$ cat config.mk
export PLATFORM = sky130hd
export DESIGN_NAME = banked_gpio_ports
export DESIGN_NICKNAME = d
export VERILOG_FILES = /design/src/verilog/gpio_pkg.sv /design/src/verilog/port_pad_logic.sv /design/src/verilog/banked_gpio_ports.sv
export VERILOG_INCLUDE_DIRS = /design/src /design/src/verilog
export SDC_FILE = /design/constraint.sdc
export NUM_CORES = 1
export LEC_CHECK = 0
export BUFFER_PORTS_ARGS = -buffer_cell sky130_fd_sc_hd__buf_2
export CAP_MARGIN = 20
export CORE_MARGIN = 1
export CORE_UTILIZATION = 55
export DETAILED_ROUTE_END_ITERATION = 12
export GPL_ROUTABILITY_DRIVEN = 0
export GPL_TIMING_DRIVEN = 0
export PLACE_DENSITY = 0.79
export SLEW_MARGIN = 20
export SYNTH_ARGS = -nofsm -noshare
export SYNTH_HDL_FRONTEND = slang
export SYNTH_SLANG_ARGS = --single-unit
$ cat constraint.sdc
create_clock -name ref_clk -period 7.9 [get_ports ref_clk]
set_input_delay 1.185 -clock ref_clk [delete_from_list [all_inputs] [get_ports ref_clk]]
set_output_delay 1.185 -clock ref_clk [all_outputs]
set_load 0.1 [all_outputs]
$ cat src/verilog/gpio_map.svh
`ifndef GPIO_MAP_SVH
`define GPIO_MAP_SVH
// ----------------------------------------
// offsets inside the port window
// ----------------------------------------
`define OFS_P1_VALUE 3'h0
`define OFS_P1_DIR 3'h1
`define OFS_P1_DRV 3'h2
`define OFS_P1_PULL 3'h3
`define OFS_P2_VALUE 3'h4
`define OFS_P2_DIR 3'h5
`define OFS_P2_DRV 3'h6
`define OFS_P2_PULL 3'h7
`define OFS_P1_LOCK 3'h0
`define OFS_P1_POL 3'h1
`define OFS_P1_ROUTE 3'h2
`define OFS_B1_RSVD 3'h3
`define OFS_P3_VALUE 3'h4
`define OFS_P3_DIR 3'h5
`define OFS_P3_DRV 3'h6
`define OFS_P3_PULL 3'h7
// ----------------------------------------
// reset values and fields
// ----------------------------------------
`define RST_VALUE 8'hff
`define RST_DIR 8'h00
`define RST_DRV 8'h00
`define RST_PULL 8'hff
`define RST_LOCK 4'h0
`define RST_POL 1'h0
`define RST_ROUTE 1'h0
`define RST_PIN_SYNC 8'hff
`define LOCK_LSB 4
`define LOCK_MSB 7
`endif

$ cat src/verilog/gpio_pkg.sv
package gpio_pkg;
  typedef struct packed {
    logic [7:0] value;
    logic [7:0] dir;
    logic [7:0] drv;
    logic [7:0] pull;
  } port_cfg_t;

  typedef struct packed {
    logic [7:0] out;
    logic [7:0] oe;
    logic [7:0] pull;
  } pin_drive_t;
endpackage

$ cat src/verilog/port_pad_logic.sv
`timescale 1ns/100ps
// ----------------------------------------
// per-port pin driver: open-drain or push-pull
// ----------------------------------------
module port_pad_logic
  import gpio_pkg::*;
(
  input wire port_cfg_t cfg,
  input wire logic [7:0] level,
  output pin_drive_t drive
);
  // open-drain drives only a low; a high is left to the pull-up
  always_comb begin
    drive.out = level;
    drive.oe = cfg.dir & (cfg.drv | ~level);
    drive.pull = cfg.pull;
  end
endmodule

$ cat src/verilog/banked_gpio_ports.sv
`timescale 1ns/100ps
`include "gpio_map.svh"
// How it works
// - data read gives pin if input, latch if output
// - data writes latch; reset all ones
// - direction bit one means output; reset zero
// - driver type zero open-drain, one push-pull
// - pull-up bit one enables pull-up; reset ones
// - bank 0 holds ports 1 and 2
// - bank 1 offsets 4 to 7 hold port 3
// - lock bits 7-4 freeze settings of port 1 pins 7-4
// - locked output bit also freezes data bit
// - lock bits clear only by hard reset
// - polarity bit 0 sets pin 0 active level
// - route pin 0 to pin 1 when enabled and port 1 data bit 1 is zero
// - lock low bits, bank 1 offset 3 reserved
// - bank select input chooses visible bank
// - routed pin 1 low when pin 0 inactive
// - input-bit writes latch, appear on direction change
module banked_gpio_ports
  import gpio_pkg::*;
(
  input wire logic ref_clk,
  input wire logic rst,
  input wire logic bank_select,
  input wire logic [2:0] reg_addr,
  input wire logic reg_wr,
  input wire logic reg_rd,
  input wire logic [7:0] reg_wdata,
  output logic [7:0] reg_rdata,
  input wire logic [7:0] port1_pin_in,
  input wire logic [7:0] port2_pin_in,
  input wire logic [7:0] port3_pin_in,
  output pin_drive_t port1_drive,
  output pin_drive_t port2_drive,
  output pin_drive_t port3_drive
);
  // ----------------------------------------
  // state
  // ----------------------------------------
  logic [7:0] p1_value_r, p1_dir_r, p1_drv_r, p1_pull_r;
  logic [7:0] p2_value_r, p2_dir_r, p2_drv_r, p2_pull_r;
  logic [7:0] p3_value_r, p3_dir_r, p3_drv_r, p3_pull_r;
  port_cfg_t p1_cfg, p2_cfg, p3_cfg;
  logic [3:0] lock_r;
  logic pol_r;
  logic route_r;
  logic [7:0] p1_meta_r, p1_sync_r;
  logic [7:0] p2_meta_r, p2_sync_r;
  logic [7:0] p3_meta_r, p3_sync_r;
  logic [7:0] rdata_nxt;
  logic [7:0] lock_mask;
  logic [7:0] data_frz;
  logic wr0, wr1;
  logic p1_value_we, p1_dir_we, p1_drv_we, p1_pull_we;
  logic p2_value_we, p2_dir_we, p2_drv_we, p2_pull_we;
  logic p3_value_we, p3_dir_we, p3_drv_we, p3_pull_we;
  logic lock_we, pol_we, route_we;
  logic route_on;
  logic pin0_active;
  logic [7:0] p1_level;
  pin_drive_t p1_pad;

  // ----------------------------------------
  // helpers
  // ----------------------------------------
  function automatic logic [7:0] read_value(input port_cfg_t c, input logic [7:0] pins);
    read_value = (c.dir & c.value) | (~c.dir & pins);
  endfunction

  // a frozen bit keeps its old value, the others take the write
  function automatic logic [7:0] merge(input logic [7:0] old, input logic [7:0] nw,
                                       input logic [7:0] frz);
    merge = (old & frz) | (nw & ~frz);
  endfunction

  function automatic logic wr_hit(input logic bank_wr, input logic [2:0] addr,
                                  input logic [2:0] ofs);
    wr_hit = bank_wr & (addr == ofs);
  endfunction

  // ----------------------------------------
  // write decode
  // ----------------------------------------
  // host picks the bank first; the same offset selects a different register in each bank
  assign wr0 = reg_wr & ~bank_select;
  assign wr1 = reg_wr & bank_select;
  assign p1_value_we = wr_hit(wr0, reg_addr, `OFS_P1_VALUE);
  assign p1_dir_we = wr_hit(wr0, reg_addr, `OFS_P1_DIR);
  assign p1_drv_we = wr_hit(wr0, reg_addr, `OFS_P1_DRV);
  assign p1_pull_we = wr_hit(wr0, reg_addr, `OFS_P1_PULL);
  assign p2_value_we = wr_hit(wr0, reg_addr, `OFS_P2_VALUE);
  assign p2_dir_we = wr_hit(wr0, reg_addr, `OFS_P2_DIR);
  assign p2_drv_we = wr_hit(wr0, reg_addr, `OFS_P2_DRV);
  assign p2_pull_we = wr_hit(wr0, reg_addr, `OFS_P2_PULL);
  assign lock_we = wr_hit(wr1, reg_addr, `OFS_P1_LOCK);
  assign pol_we = wr_hit(wr1, reg_addr, `OFS_P1_POL);
  assign route_we = wr_hit(wr1, reg_addr, `OFS_P1_ROUTE);
  assign p3_value_we = wr_hit(wr1, reg_addr, `OFS_P3_VALUE);
  assign p3_dir_we = wr_hit(wr1, reg_addr, `OFS_P3_DIR);
  assign p3_drv_we = wr_hit(wr1, reg_addr, `OFS_P3_DRV);
  assign p3_pull_we = wr_hit(wr1, reg_addr, `OFS_P3_PULL);

  // ----------------------------------------
  // pin synchronisers
  // ----------------------------------------
  // reset to the pulled-up idle level so an early read sees no false low
  always_ff @(posedge ref_clk or posedge rst) begin
    if (rst) begin
      p1_meta_r <= `RST_PIN_SYNC;
      p1_sync_r <= `RST_PIN_SYNC;
    end else begin
      p1_meta_r <= port1_pin_in;
      p1_sync_r <= p1_meta_r;
    end
  end

  always_ff @(posedge ref_clk or posedge rst) begin
    if (rst) begin
      p2_meta_r <= `RST_PIN_SYNC;
      p2_sync_r <= `RST_PIN_SYNC;
    end else begin
      p2_meta_r <= port2_pin_in;
      p2_sync_r <= p2_meta_r;
    end
  end

  always_ff @(posedge ref_clk or posedge rst) begin
    if (rst) begin
      p3_meta_r <= `RST_PIN_SYNC;
      p3_sync_r <= `RST_PIN_SYNC;
    end else begin
      p3_meta_r <= port3_pin_in;
      p3_sync_r <= p3_meta_r;
    end
  end

  // ----------------------------------------
  // lock, polarity and routing
  // ----------------------------------------
  assign lock_mask = {lock_r, 4'h0};
  assign data_frz = lock_mask & p1_dir_r;

  // lock bits only ever set; writing 0 does nothing
  always_ff @(posedge ref_clk or posedge rst) begin
    if (rst) begin
      lock_r <= `RST_LOCK;
    end else if (lock_we) begin
      lock_r <= lock_r | reg_wdata[`LOCK_MSB:`LOCK_LSB];
    end
  end

  always_ff @(posedge ref_clk or posedge rst) begin
    if (rst) begin
      pol_r <= `RST_POL;
    end else if (pol_we) begin
      pol_r <= reg_wdata[0];
    end
  end

  always_ff @(posedge ref_clk or posedge rst) begin
    if (rst) begin
      route_r <= `RST_ROUTE;
    end else if (route_we) begin
      route_r <= reg_wdata[0];
    end
  end

  // ----------------------------------------
  // port 1 (bank 0, offsets 0..3)
  // ----------------------------------------
  // the lock works bit by bit, so every port 1 write merges
  always_ff @(posedge ref_clk or posedge rst) begin
    if (rst) begin
      p1_value_r <= `RST_VALUE;
    end else if (p1_value_we) begin
      p1_value_r <= merge(p1_value_r, reg_wdata, data_frz);
    end
  end

  always_ff @(posedge ref_clk or posedge rst) begin
    if (rst) begin
      p1_dir_r <= `RST_DIR;
    end else if (p1_dir_we) begin
      p1_dir_r <= merge(p1_dir_r, reg_wdata, lock_mask);
    end
  end

  always_ff @(posedge ref_clk or posedge rst) begin
    if (rst) begin
      p1_drv_r <= `RST_DRV;
    end else if (p1_drv_we) begin
      p1_drv_r <= merge(p1_drv_r, reg_wdata, lock_mask);
    end
  end

  always_ff @(posedge ref_clk or posedge rst) begin
    if (rst) begin
      p1_pull_r <= `RST_PULL;
    end else if (p1_pull_we) begin
      p1_pull_r <= merge(p1_pull_r, reg_wdata, lock_mask);
    end
  end

  // ----------------------------------------
  // port 2 (bank 0, offsets 4..7)
  // ----------------------------------------
  always_ff @(posedge ref_clk or posedge rst) begin
    if (rst) begin
      p2_value_r <= `RST_VALUE;
    end else if (p2_value_we) begin
      p2_value_r <= reg_wdata;
    end
  end

  always_ff @(posedge ref_clk or posedge rst) begin
    if (rst) begin
      p2_dir_r <= `RST_DIR;
    end else if (p2_dir_we) begin
      p2_dir_r <= reg_wdata;
    end
  end

  always_ff @(posedge ref_clk or posedge rst) begin
    if (rst) begin
      p2_drv_r <= `RST_DRV;
    end else if (p2_drv_we) begin
      p2_drv_r <= reg_wdata;
    end
  end

  always_ff @(posedge ref_clk or posedge rst) begin
    if (rst) begin
      p2_pull_r <= `RST_PULL;
    end else if (p2_pull_we) begin
      p2_pull_r <= reg_wdata;
    end
  end

  // ----------------------------------------
  // port 3 (bank 1, offsets 4..7)
  // ----------------------------------------
  always_ff @(posedge ref_clk or posedge rst) begin
    if (rst) begin
      p3_value_r <= `RST_VALUE;
    end else if (p3_value_we) begin
      p3_value_r <= reg_wdata;
    end
  end

  always_ff @(posedge ref_clk or posedge rst) begin
    if (rst) begin
      p3_dir_r <= `RST_DIR;
    end else if (p3_dir_we) begin
      p3_dir_r <= reg_wdata;
    end
  end

  always_ff @(posedge ref_clk or posedge rst) begin
    if (rst) begin
      p3_drv_r <= `RST_DRV;
    end else if (p3_drv_we) begin
      p3_drv_r <= reg_wdata;
    end
  end

  always_ff @(posedge ref_clk or posedge rst) begin
    if (rst) begin
      p3_pull_r <= `RST_PULL;
    end else if (p3_pull_we) begin
      p3_pull_r <= reg_wdata;
    end
  end

  // ----------------------------------------
  // per-port settings bundles
  // ----------------------------------------
  assign p1_cfg = '{value: p1_value_r, dir: p1_dir_r, drv: p1_drv_r, pull: p1_pull_r};
  assign p2_cfg = '{value: p2_value_r, dir: p2_dir_r, drv: p2_drv_r, pull: p2_pull_r};
  assign p3_cfg = '{value: p3_value_r, dir: p3_dir_r, drv: p3_drv_r, pull: p3_pull_r};

  // ----------------------------------------
  // read mux, registered
  // ----------------------------------------
  always_comb begin
    rdata_nxt = 8'h00;
    if (!bank_select) begin
      unique case (reg_addr)
        `OFS_P1_VALUE: rdata_nxt = read_value(p1_cfg, p1_sync_r);
        `OFS_P1_DIR: rdata_nxt = p1_dir_r;
        `OFS_P1_DRV: rdata_nxt = p1_drv_r;
        `OFS_P1_PULL: rdata_nxt = p1_pull_r;
        `OFS_P2_VALUE: rdata_nxt = read_value(p2_cfg, p2_sync_r);
        `OFS_P2_DIR: rdata_nxt = p2_dir_r;
        `OFS_P2_DRV: rdata_nxt = p2_drv_r;
        `OFS_P2_PULL: rdata_nxt = p2_pull_r;
      endcase
    end else begin
      unique case (reg_addr)
        `OFS_P1_LOCK: rdata_nxt = lock_mask;
        `OFS_P1_POL: rdata_nxt = {7'h00, pol_r};
        `OFS_P1_ROUTE: rdata_nxt = {7'h00, route_r};
        `OFS_B1_RSVD: rdata_nxt = 8'h00;
        `OFS_P3_VALUE: rdata_nxt = read_value(p3_cfg, p3_sync_r);
        `OFS_P3_DIR: rdata_nxt = p3_dir_r;
        `OFS_P3_DRV: rdata_nxt = p3_drv_r;
        `OFS_P3_PULL: rdata_nxt = p3_pull_r;
      endcase
    end
  end

  // reads have no side effects, so the data is simply latched on reg_rd
  always_ff @(posedge ref_clk or posedge rst) begin
    if (rst) begin
      reg_rdata <= 8'h00;
    end else if (reg_rd) begin
      reg_rdata <= rdata_nxt;
    end
  end

  // ----------------------------------------
  // pin 0 to pin 1 routing
  // ----------------------------------------
  // pin 0 must be an input and pin 1 an output, else results are undefined
  assign route_on = route_r & ~p1_value_r[1];
  assign pin0_active = ~(p1_sync_r[0] ^ pol_r);
  assign p1_level = route_on ? {p1_value_r[7:2], pin0_active, p1_value_r[0]}
                             : p1_value_r;

  // ----------------------------------------
  // pad drivers
  // ----------------------------------------
  port_pad_logic u_pad1 (
    .cfg(p1_cfg),
    .level(p1_level),
    .drive(p1_pad)
  );

  port_pad_logic u_pad2 (
    .cfg(p2_cfg),
    .level(p2_value_r),
    .drive(port2_drive)
  );

  port_pad_logic u_pad3 (
    .cfg(p3_cfg),
    .level(p3_value_r),
    .drive(port3_drive)
  );

  assign port1_drive = p1_pad;
endmodule

# Yosys cells after proc, flatten, opt, wreduce, memory -nomap -nowiden
# Cells that the tools add are included.
[classes] eq_ne=7 n_bitwise=56 n_reduce_logical=1 mux=4
[op_table] op="8-bit one-hot mux with 8 select lines" n=2
[op_table] op="8-bit AND" n=15
[op_table] op="8-bit OR" n=10
[op_table] op="8-bit inverter" n=8
[op_table] op="1-bit AND" n=18
[op_table] op="3-bit equality test (second input constant)" n=4
[op_table] op="8-bit 2-to-1 mux" n=1
[op_table] op="3-bit by 2-bit equality test with 1-bit output (second input constant)" n=2
[op_table] op="4-bit OR" n=1
[op_table] op="3-bit by 1-bit equality test with 1-bit output (second input constant)" n=1
[op_table] op="3-bit logical NOT" n=1
[op_table] op="1-bit inverter" n=3
[op_table] op="2-bit 2-to-1 mux" n=1
[op_table] op="1-bit XOR" n=1
[totals] reg_bits=158 output_inout_bits=80

# Depth between registers and ports, before layout
# Gate-level depths: netlist (run 1).
[logic_depth] depth_word=6 mapped_depth=7 ltp_nobuf=5

# Cells and area by module
# A second synthesis (run 1) with hierarchy kept.
[hier_totals] cells_unflattened=593 area_unflattened_um2=7359.6
[by_module_without_submodules] module="banked_gpio_ports" area_each_um2=6729.0 seq_area_each_um2=4073.9 cells_per_inst=497 instances=1
[by_module_without_submodules] module="port_pad_logic" area_each_um2=210.2 seq_area_each_um2=0.0 cells_per_inst=32 instances=3

# Worst setup path before layout (run 1)
# No wires, ideal clock.
[synth_timing] kind="flip-flop to output port" from="register p3_value_r[0]" to="output port3_drive[8] (netlist name)" arrival_ns=2.794 path_buffers=0 path_stages_with_launch=2 setup_slack_ns=3.921 required_time_ns=6.715 cell_sequence="dfstp_2 > a21boi_0"
[synth_lines] element="start: declaration" line="banked_gpio_ports.sv:43" text="logic [7:0] p3_value_r, p3_dir_r, p3_drv_r, p3_pull_r;"
[synth_lines] element="start signal: assignment" line="banked_gpio_ports.sv:245" text="p3_value_r <= `RST_VALUE;"
[synth_lines] element="start signal: assignment" line="banked_gpio_ports.sv:247" text="p3_value_r <= reg_wdata;"
[synth_lines] element="end: declaration" line="banked_gpio_ports.sv:36" text="output pin_drive_t port3_drive"

==> impl_metrics.ini, run 1 <==
[hold_path]
worstHoldStart = p2_meta_r[7]$_DFF_PP1_
hold_class = register to register
hold_path_depth = 0

[die]
coreArea_um2 = 12300
initial_core_util_pct = 57.4
die_w_um = 115
rows = 40
io_pins = 120
die_area_um2 = 13200
fp.dieH_um = 115

[finish]
final_area_um2 = 8480
final_common_cell = buf_2
stdcell_count = 874
diodes = 0
drive_above_1_share_pct = 53.3
fin_nets = 733
area_growth_pct = 20.5
mostFrequentLayoutCells = 126 x buf_2, 96 x dfstp_2, 92 x mux2_2

[clocking]
tritoncts = built
clk_path_buf_depth = 2
clkLatencyLatePin_ns = 0.42
ctsResizeCount = 0
holdBufCountCts = 0
cts_root_buf = clkbuf_16
clkTransAtPathRegs_ns = 0.06
cts_setup_buffers = 0
clock-sinks = 158
cts_buffers = 17
htree_levels = 4

[sta]
slew_headroom_pct = 57.0
worstMarginPinSlew_ns = 0.643
finalHoldViolations = 0
fmax_mhz = 321
setup_viol = 0
fin_crit_sh_pct = 39.4
tns_ns = 0
clock_skew_ns = 0.00585
min_period_ns = 3.11
drv_slew = 0
postLayoutSetupSlackWorst_ns = 4.79
rsz0062_at_grt = no

[route]
detail_route.vias_per_cell = 5.81
firstDrtPassIters = 5
vias = 5080
routed_wl_um = 17800
drt_iter0_markers = 423
ant_nets = 0
drc = 0
routedWlPerCell_um = 20.4

[pwr]
power.density_nw_per_um2 = 375
ir_worst_vdd_mv = 0.223
p_leak_nw = 3.79
total_power_mw = 3.18

[logic_synthesis]
yosysUniqueCellTypes = 49
async_flop_share_pct = 100
ys_seq_area_share_pct = 57.9
syn-num-nets = 594
synth_area_um2 = 7040
synthFlopType = dfstp_2
synth.top_cell.area_share_pct = 35.9
synth-edff-count = 0
yosysTopAreaCell = dfstp_2
yosys-top-cells-area = dfstp_2 36%, dfrtp_1 22%, mux2_2 15%
synth_seq_cells = 158
yosysWarnings = 0
postSynthAreaPerCell_um2 = 12.7
netlist_instances = 554

[worst_setup_path]
worstPathRequired_ns = 6.71
path_class = register to output port
critPathMaxStageDelay_ns = 0.56
regToRegStartpoint = p2_sync_r[2]$_DFF_PP1_
end_kind = output port
path_max_fanout = 2
path_buf_inv = 1
worstPathArrival_ns = 1.93
reg2regPathDepth = 5
crit_start = p1_sync_r[0]$_DFF_PP1_
worstSetupStartpointType = register
crit_chain = xnor2_1, a21o_1, a21oi_1, buf_2
cpLargestDelayFamily = flip-flops
cp_slowest_cell = dfstp_2
path_depth = 4

[place]
portBuffers = 119
placedCellCount = 842
dpl.hpwl_um = 12400
preCtsSetupSlack_ns = 5.08
placed_cell_area_um2 = 7880

[global_route]
grt_pass1_wl_um = 27300
antenna_found_initial = 0
grt-ovfl-total = 0
grt_usage_pct = 28.2
grt_pass1_vias = 5053
grt_max_degree = 108

[outcome]
status = finished clean

[flow_run]
cap_viol_max_count = 0
-- stage by stage --
stage	hold WS [ns]	util (%)
3_5_place_dp	0.347	64.2
6_report	0.348	69.2
2_1_floorplan	0.345	-
4_1_cts	0.353	69.2
5_1_grt	0.354	69.2
3_3_place_gp	0.346	63.9
-- power by group --
part	total, mW	leakage [nW]	internal (mW)	switching, mW
Combinational	1.20	1.73	0.252	0.948
Sequential	1.15	1.77	1.01	0.139
Clock	0.833	0.294	0.513	0.319
Total	3.18	3.79	1.77	1.41
-- synth_stat cells (10+ instances only) --
cell	instances
a21boi_0	23
a21oi_1	25
buf_4	10
clkbuf_1	12
dfrtp_1	62
dfstp_2	96
inv_1	30
mux2_2	92
mux2i_1	28
nand2_1	27
nor2_1	23
o21ai_0	16
-- area by class of cell --
cell class / count / area [um^2]
Tap cell: 168 / 210
Multi-Input combinational cell: 330 / 2630
Timing Repair Buffer: 120 / 623
Sequential cell: 158 / 4070
Buffer: 36 / 219
Clock buffer: 22 / 464
Fill cell: 863 / 3780
Clock inverter: 10 / 139
Inverter: 30 / 120
-- layer usage --
metal	wire length [um]	part of all wire [%]	GRT usage (%)	vias up
met1	7480	42	38.5	2528
met4	482	2.7	13.1	0
met3	1530	8.6	7.38	43
met5	0	0	0	-
met2	8340	47	42.5	272
li1	-	-	-	2237
-- cells by family (layout without fill, tap and decap cells) --
kind of cell	Yosys count	in the layout	synth area share (%)
simple gates	88	88	6.65
compound gates	120	120	11.7
buf+inv	66	218	4.71
flops	158	158	57.9
xor+xnor	1	1	0.125
mux	121	121	18.9
-- worst paths after layout --
| check | endpoint | slack [ns] |
|---|---|---|
| worst max-delay path | port1_drive[9] | 4.79 |
| worst min-delay path | p2_sync_r[7]$_DFF_PP1_ | 0.35 |
| worst max register to register | reg_rdata[2]$_DFFE_PP0P_ | 6.08 |
| worst min register to register | p2_sync_r[7]$_DFF_PP1_ | 0.35 |
| max in group asynchronous | async pin | 6.31 |
| min in group asynchronous | p3_drv_r[6]$_DFFE_PP0P_ | 0.77 |
(Power assumes the default switching activity.)
==> run 2, diff against run 1 <==
--- a/config.mk
+++ b/config.mk
@@ -6,14 +6,15 @@
 export SDC_FILE = /design/constraint.sdc
 export NUM_CORES = 1
 export LEC_CHECK = 0
+export ABC_AREA = 1
 export BUFFER_PORTS_ARGS = -buffer_cell sky130_fd_sc_hd__buf_2
 export CAP_MARGIN = 20
 export CORE_MARGIN = 1
-export CORE_UTILIZATION = 55
+export CORE_UTILIZATION = 51
 export DETAILED_ROUTE_END_ITERATION = 12
 export GPL_ROUTABILITY_DRIVEN = 0
 export GPL_TIMING_DRIVEN = 0
-export PLACE_DENSITY = 0.79
+export PLACE_DENSITY = 0.77
 export SLEW_MARGIN = 20
 export SYNTH_ARGS = -nofsm -noshare
 export SYNTH_HDL_FRONTEND = slang
==> constraint.sdc (replaced) <==
create_clock -name ref_clk -period 2.51 [get_ports ref_clk]
set_input_delay 0.3765 -clock ref_clk [delete_from_list [all_inputs] [get_ports ref_clk]]
set_output_delay 0.3765 -clock ref_clk [all_outputs]
set_load 0.1 [all_outputs]
==> run 2 against run 1 <==
Clock power increased to 3.5 times the previous value. Sequential share of layout area decreased by 1.5 points. Non-clock buffer count increased by 2. Register-to-register slack got worse by 4.9 ns. Final cell count increased by 32%. Clock skew increased by 0.0021 ns. Area after synthesis increased by 1.6%. Largest cell class unchanged. Largest power group is now sequential cells. Highest routed layer unchanged.
==> impl_metrics.ini, run 2 <==
[pwr]
p_leak_nw = 4.25
ir_worst_vdd_mv = 0.792
power.density_nw_per_um2 = 1090

[logic_synthesis]
async_flop_share_pct = 100
yosysWarnings = 0
yosysMostFrequentCell = nand2_1
synth.top_cell.area_share_pct = 35.3
synthTopCellsByCount = 283 x nand2_1, 109 x o21ai_0, 96 x dfstp_2
yosysTopAreaCell = dfstp_2
postSynthAreaPerCell_um2 = 8.70
synth-edff-count = 0
synth_area_um2 = 7150
yosysUniqueCellTypes = 26
synthFlopType = dfstp_2
netlist_instances = 822
yosys-top-cells-area = dfstp_2 35%, dfrtp_1 22%, nand2_1 15%
syn-num-nets = 862
synth_seq_cells = 158
ys_seq_area_share_pct = 57.0

[global_route]
top_usage_layer = met2
grt-ovfl-total = 0
gr-usage-met1_pct = 41.5
grt_usage_pct = 30.2
grt_max_degree = 35
grt_pass1_wl_um = 31900
gr-usage-met2_pct = 44.8
antenna_found_initial = 0
grt_util_met3_pct = 8.11
grt_pass1_vias = 5917

[finish]
area_growth_pct = 22.3
diodes = 0
final_area_um2 = 8740
multiInputGateArea_um2 = 2540
fin_nets = 1002
ff_latch_area_um2 = 4070
mostFrequentLayoutCells = 283 x nand2_1, 130 x buf_2, 106 x o21ai_0
drive_above_1_share_pct = 31.8
final_core_util_pct = 65.0
stdcell_count = 1151
final_common_cell = nand2_1
n_fill_cell = 1159

[sta]
slew_headroom_pct = 58.9
min_period_ns = 2.26
drv_slew = 0
clock_skew_ns = 0.00794
fmax_mhz = 442
setup_viol = 0
rsz0062_at_grt = no
fin_crit_sh_pct = 90.1
finalHoldViolations = 0
postLayoutSetupSlackWorst_ns = 0.250
worstMarginPinSlew_ns = 0.617

[clocking]
ctsResizeCount = 0
clkTransAtPathRegs_ns = 0.07
cts_root_buf = clkbuf_16
clk_path_buf_depth = 2
htree_levels = 4
clkLatencyLatePin_ns = 0.44
clock-sinks = 158
cts_buffers = 17
tritoncts = built

[place]
dpl.hpwl_um = 14600
preCtsSetupSlack_ns = 0.650
placed_cell_area_um2 = 8070
portBuffers = 115
placedCellCount = 1118

[outcome]
status = finished clean

[route]
firstDrtPassIters = 6
ant_nets = 0
drc = 0
routedWlPerCell_um = 17.8
drt_iter0_markers = 632
routed_wl_um = 20500
detail_route.vias_per_cell = 5.45
vias = 6272

[die]
rows = 42
initial_core_util_pct = 53.1
die_w_um = 120
die_area_um2 = 14500
io_pins = 120
coreArea_um2 = 13500
fp.dieH_um = 120

[worst_setup_path]
cpLargestDelayFamily = flip-flops
worstSetupStartpointType = register
crit_chain = a21oi_1, o21ai_0, nand2_1, a21boi_4, buf_2
end_kind = output port
worstPathRequired_ns = 2.13
critPathMaxStageDelay_ns = 0.56
path_max_fanout = 3
path_class = register to output port
cp_slowest_cell = dfstp_2
worstPathArrival_ns = 1.88
path_buf_inv = 1

[hold_path]
hold_class = input pin to register

[flow_run]
cap_viol_max_count = 0
-- run 2: power breakdown --
group	internal (mW)	switching, mW	leakage [nW]
Combinational	0.534	2.73	2.18
Clock	1.78	1.10	0.311
Sequential	3.06	0.276	1.76
Total	5.38	4.11	4.25
-- run 2: per-stage QoR --
stage	TNS, ns	hold slack (ns)	total power [mW]
after floorplan	0	0.345	6.03
after global placement	-49.30	0.345	6.55
after detailed placement	0	0.347	6.62
after CTS	0	0.0198	9.50
after global routing	0	0.00873	9.83
final	0	0.0259	9.49
-- run 2: cells by family after synthesis --
kind of cell | after synthesis | synth area share [%]
and+or+nand+nor | 390 | 23.8
AOI/OAI and AO/OA | 164 | 11.6
buffers and inverters | 110 | 7.61
DFF | 158 | 57.0
-- run 2: routing by layer --
metal | routed length, um | share of wire [%] | up-vias
met5 | 0 | 0 | -
met2 | 9110 | 45 | 322
met1 | 8760 | 43 | 2957
met3 | 1790 | 8.7 | 59
met4 | 798 | 3.9 | 0
li1 | - | - | 2934
-- run 2: repair_timing --
| item | 4_1_cts | 5_1_grt |
|---|---|---|
| endpoints found under the setup margin | 0 | 0 |
| hold endpoints to repair | 1 | 0 |
| hold buffers | 1 | 0 |
| setup buffers | 0 | 0 |
-- run 2: final cells by class --
class,instances,area share [%]
sequential,158,46.6
buffer,37,3.09
inverter,73,3.18
tap,176,2.52
clock buffer,18,4.91
timing repair buffer,121,8.01
multi-input combinational,554,29.1
clock inverter,14,2.63
-- run 2: worst paths after layout --
check	startpoint	slack [ns]	endpoint	cells past startpoint
max in group asynchronous	rst	0.96	p3_pull_r[6]$_DFFE_PP1P_	6
min in group asynchronous	rst	0.54	p2_drv_r[3]$_DFFE_PP0P_	3
max	p1_sync_r[0]$_DFF_PP1_	0.25	port1_drive[9]	5
min	port2_pin_in[4]	0.03	p2_meta_r[4]$_DFF_PP1_	1
max reg2reg	p1_pull_r[1]$_DFFE_PP1P_	1.17	reg_rdata[1]$_DFFE_PP0P_	8
min reg2reg	p1_meta_r[7]$_DFF_PP1_	0.36	p1_sync_r[7]$_DFF_PP1_	0
==> run 3, diff against run 2 <==
--- a/config.mk
+++ b/config.mk
@@ -6,7 +6,6 @@
 export SDC_FILE = /design/constraint.sdc
 export NUM_CORES = 1
 export LEC_CHECK = 0
-export ABC_AREA = 1
 export BUFFER_PORTS_ARGS = -buffer_cell sky130_fd_sc_hd__buf_2
 export CAP_MARGIN = 20
 export CORE_MARGIN = 1
==> run 3 against run 2 <==
Clock power is 6% lower. Largest cell class unchanged. Sequential power grew 8.4%. Largest power group is now combinational cells. Utilization is 0.81 points lower. Critical endpoint unchanged.
==> impl_metrics.ini, run 3 (synthesized netlist as in run 1, its figures left out) <==
[worst_setup_path]
worstPathRequired_ns = 2.13
path_class = register to output port
end_kind = output port
worstSetupStartpointType = register
crit_start = p1_sync_r[0]$_DFF_PP1_
regToRegStartpoint = p2_sync_r[2]$_DFF_PP1_
path_max_fanout = 2
worstPathArrival_ns = 1.89

[sta]
worstMarginPinSlew_ns = 0.675
drv_slew = 0
clock_skew_ns = 0.0158
min_period_ns = 2.27
slew_headroom_pct = 54.9
fin_crit_sh_pct = 90.4
hold_slack_ns = 0.0309
rsz0062_at_grt = no
fmax_mhz = 440
tns_ns = 0
setup_viol = 0
finalHoldViolations = 0

[hold_path]
hold_class = input pin to register
worstHoldStart = port2_pin_in[5]

[route]
routed_wl_um = 18000
detail_route.vias_per_cell = 5.71
routedWlPerCell_um = 20.3
vias = 5058
drt_iter0_markers = 386
firstDrtPassIters = 5
ant_nets = 0
drc = 0

[clocking]
cts_buffers = 17
clkTransAtPathRegs_ns = 0.06
tritoncts = built
clk_path_buf_depth = 2
clkLatencyLatePin_ns = 0.44
ctsResizeCount = 0
htree_levels = 4
cts_root_buf = clkbuf_16
holdBufCountCts = 0
cts_setup_buffers = 0
clock-sinks = 158

[die]
coreArea_um2 = 13300
io_pins = 120
fp.dieH_um = 119
die_w_um = 119
initial_core_util_pct = 52.7
die_area_um2 = 14300
rows = 42

[global_route]
antenna_found_initial = 1
grt-ovfl-total = 0
grt_pass1_wl_um = 28100
grt_pass1_vias = 5044
grt_max_degree = 36
grt_usage_pct = 26.6

[pwr]
ir_worst_vdd_mv = 0.613
power_switching_mw = 4.43
p_leak_nw = 3.83
p_clk_share_pct = 26.8
total_power_mw = 10.1
p_sw_share_pct = 43.7
p_int_mw = 5.70
p_seq_share_pct = 35.8
p_comb_share_pct = 37.5
power.density_nw_per_um2 = 1180

[finish]
fin_nets = 736
mostFrequentLayoutCells = 126 x buf_2, 96 x dfstp_2, 92 x mux2_2
final_common_cell = buf_2
drive_above_1_share_pct = 53.6
n_fill_cell = 1023
area_growth_pct = 21.8
final_area_um2 = 8570

[place]
portBuffers = 119
dpl.hpwl_um = 12600
placed_cell_area_um2 = 7940

[flow_run]
cap_viol_max_count = 0

[outcome]
status = finished clean
run 3: worst max-delay path, stage by stage, from the launching register on:
cell and delay (ns):
dfstp_2 0.56, xnor2_1 0.08, a21o_1 0.22, a21oi_2 0.17
buf_2 0.45
run 3: path summary, 6_finish.rpt:
| kind | to | slack (ns) | cells past startpoint |
|---|---|---|---|
| worst max-delay path | port1_drive[9] | 0.24 | 4 |
| worst min-delay path | p2_meta_r[5]$_DFF_PP1_ | 0.03 | 1 |
| worst max register to register | reg_rdata[2]$_DFFE_PP0P_ | 0.70 | 5 |
| worst min register to register | p1_sync_r[7]$_DFF_PP1_ | 0.34 | 0 |
| max in group asynchronous | p2_meta_r[4]$_DFF_PP1_ | 1.56 | 4 |
| min in group asynchronous | p3_dir_r[1]$_DFFE_PP0P_ | 0.05 | 2 |
run 3: layer usage:
metal,track usage [%],wire (um)
met5,0,0
met4,10.5,383
met3,6.56,1230
met2,40.7,8460
met1,36.4,7880
run 3: stage by stage:
stage | instances | util, % | setup WS [ns]
2_1_floorplan | 554 | - | 0.0257
3_3_place_gp | 849 | 58.9 | -0.651
3_5_place_dp | 853 | 59.5 | 0.493
4_1_cts | 885 | 64.2 | 0.233
5_1_grt | 885 | 64.2 | 0.206
6_report | 886 | 64.2 | 0.240
run 3: power groups by stage:
| stage | Combinational, mW | Sequential [mW] | Clock (mW) |
|---|---|---|---|
| 2_1_floorplan | 1.91 | 4.85 | 0 |
| 3_3_place_gp | 3.73 | 3.60 | 0 |
| 3_5_place_dp | 3.79 | 3.64 | 0 |
| 4_1_cts | 3.81 | 3.61 | 2.75 |
| 5_1_grt | 3.93 | 3.68 | 2.85 |
| 6_report | 3.80 | 3.62 | 2.71 |
run 3: cell type report:
type	instances	area, um^2	area share [%]
Inverter	30	116	1.36
Tap cell	176	220	2.57
Multi-Input combinational cell	330	2630	30.7
Sequential cell	158	4070	47.6
Timing Repair Buffer	123	676	7.89
Clock inverter	10	161	1.88
Antenna cell	1	2.50	0.0292
Buffer	36	219	2.56
Clock buffer	22	464	5.42
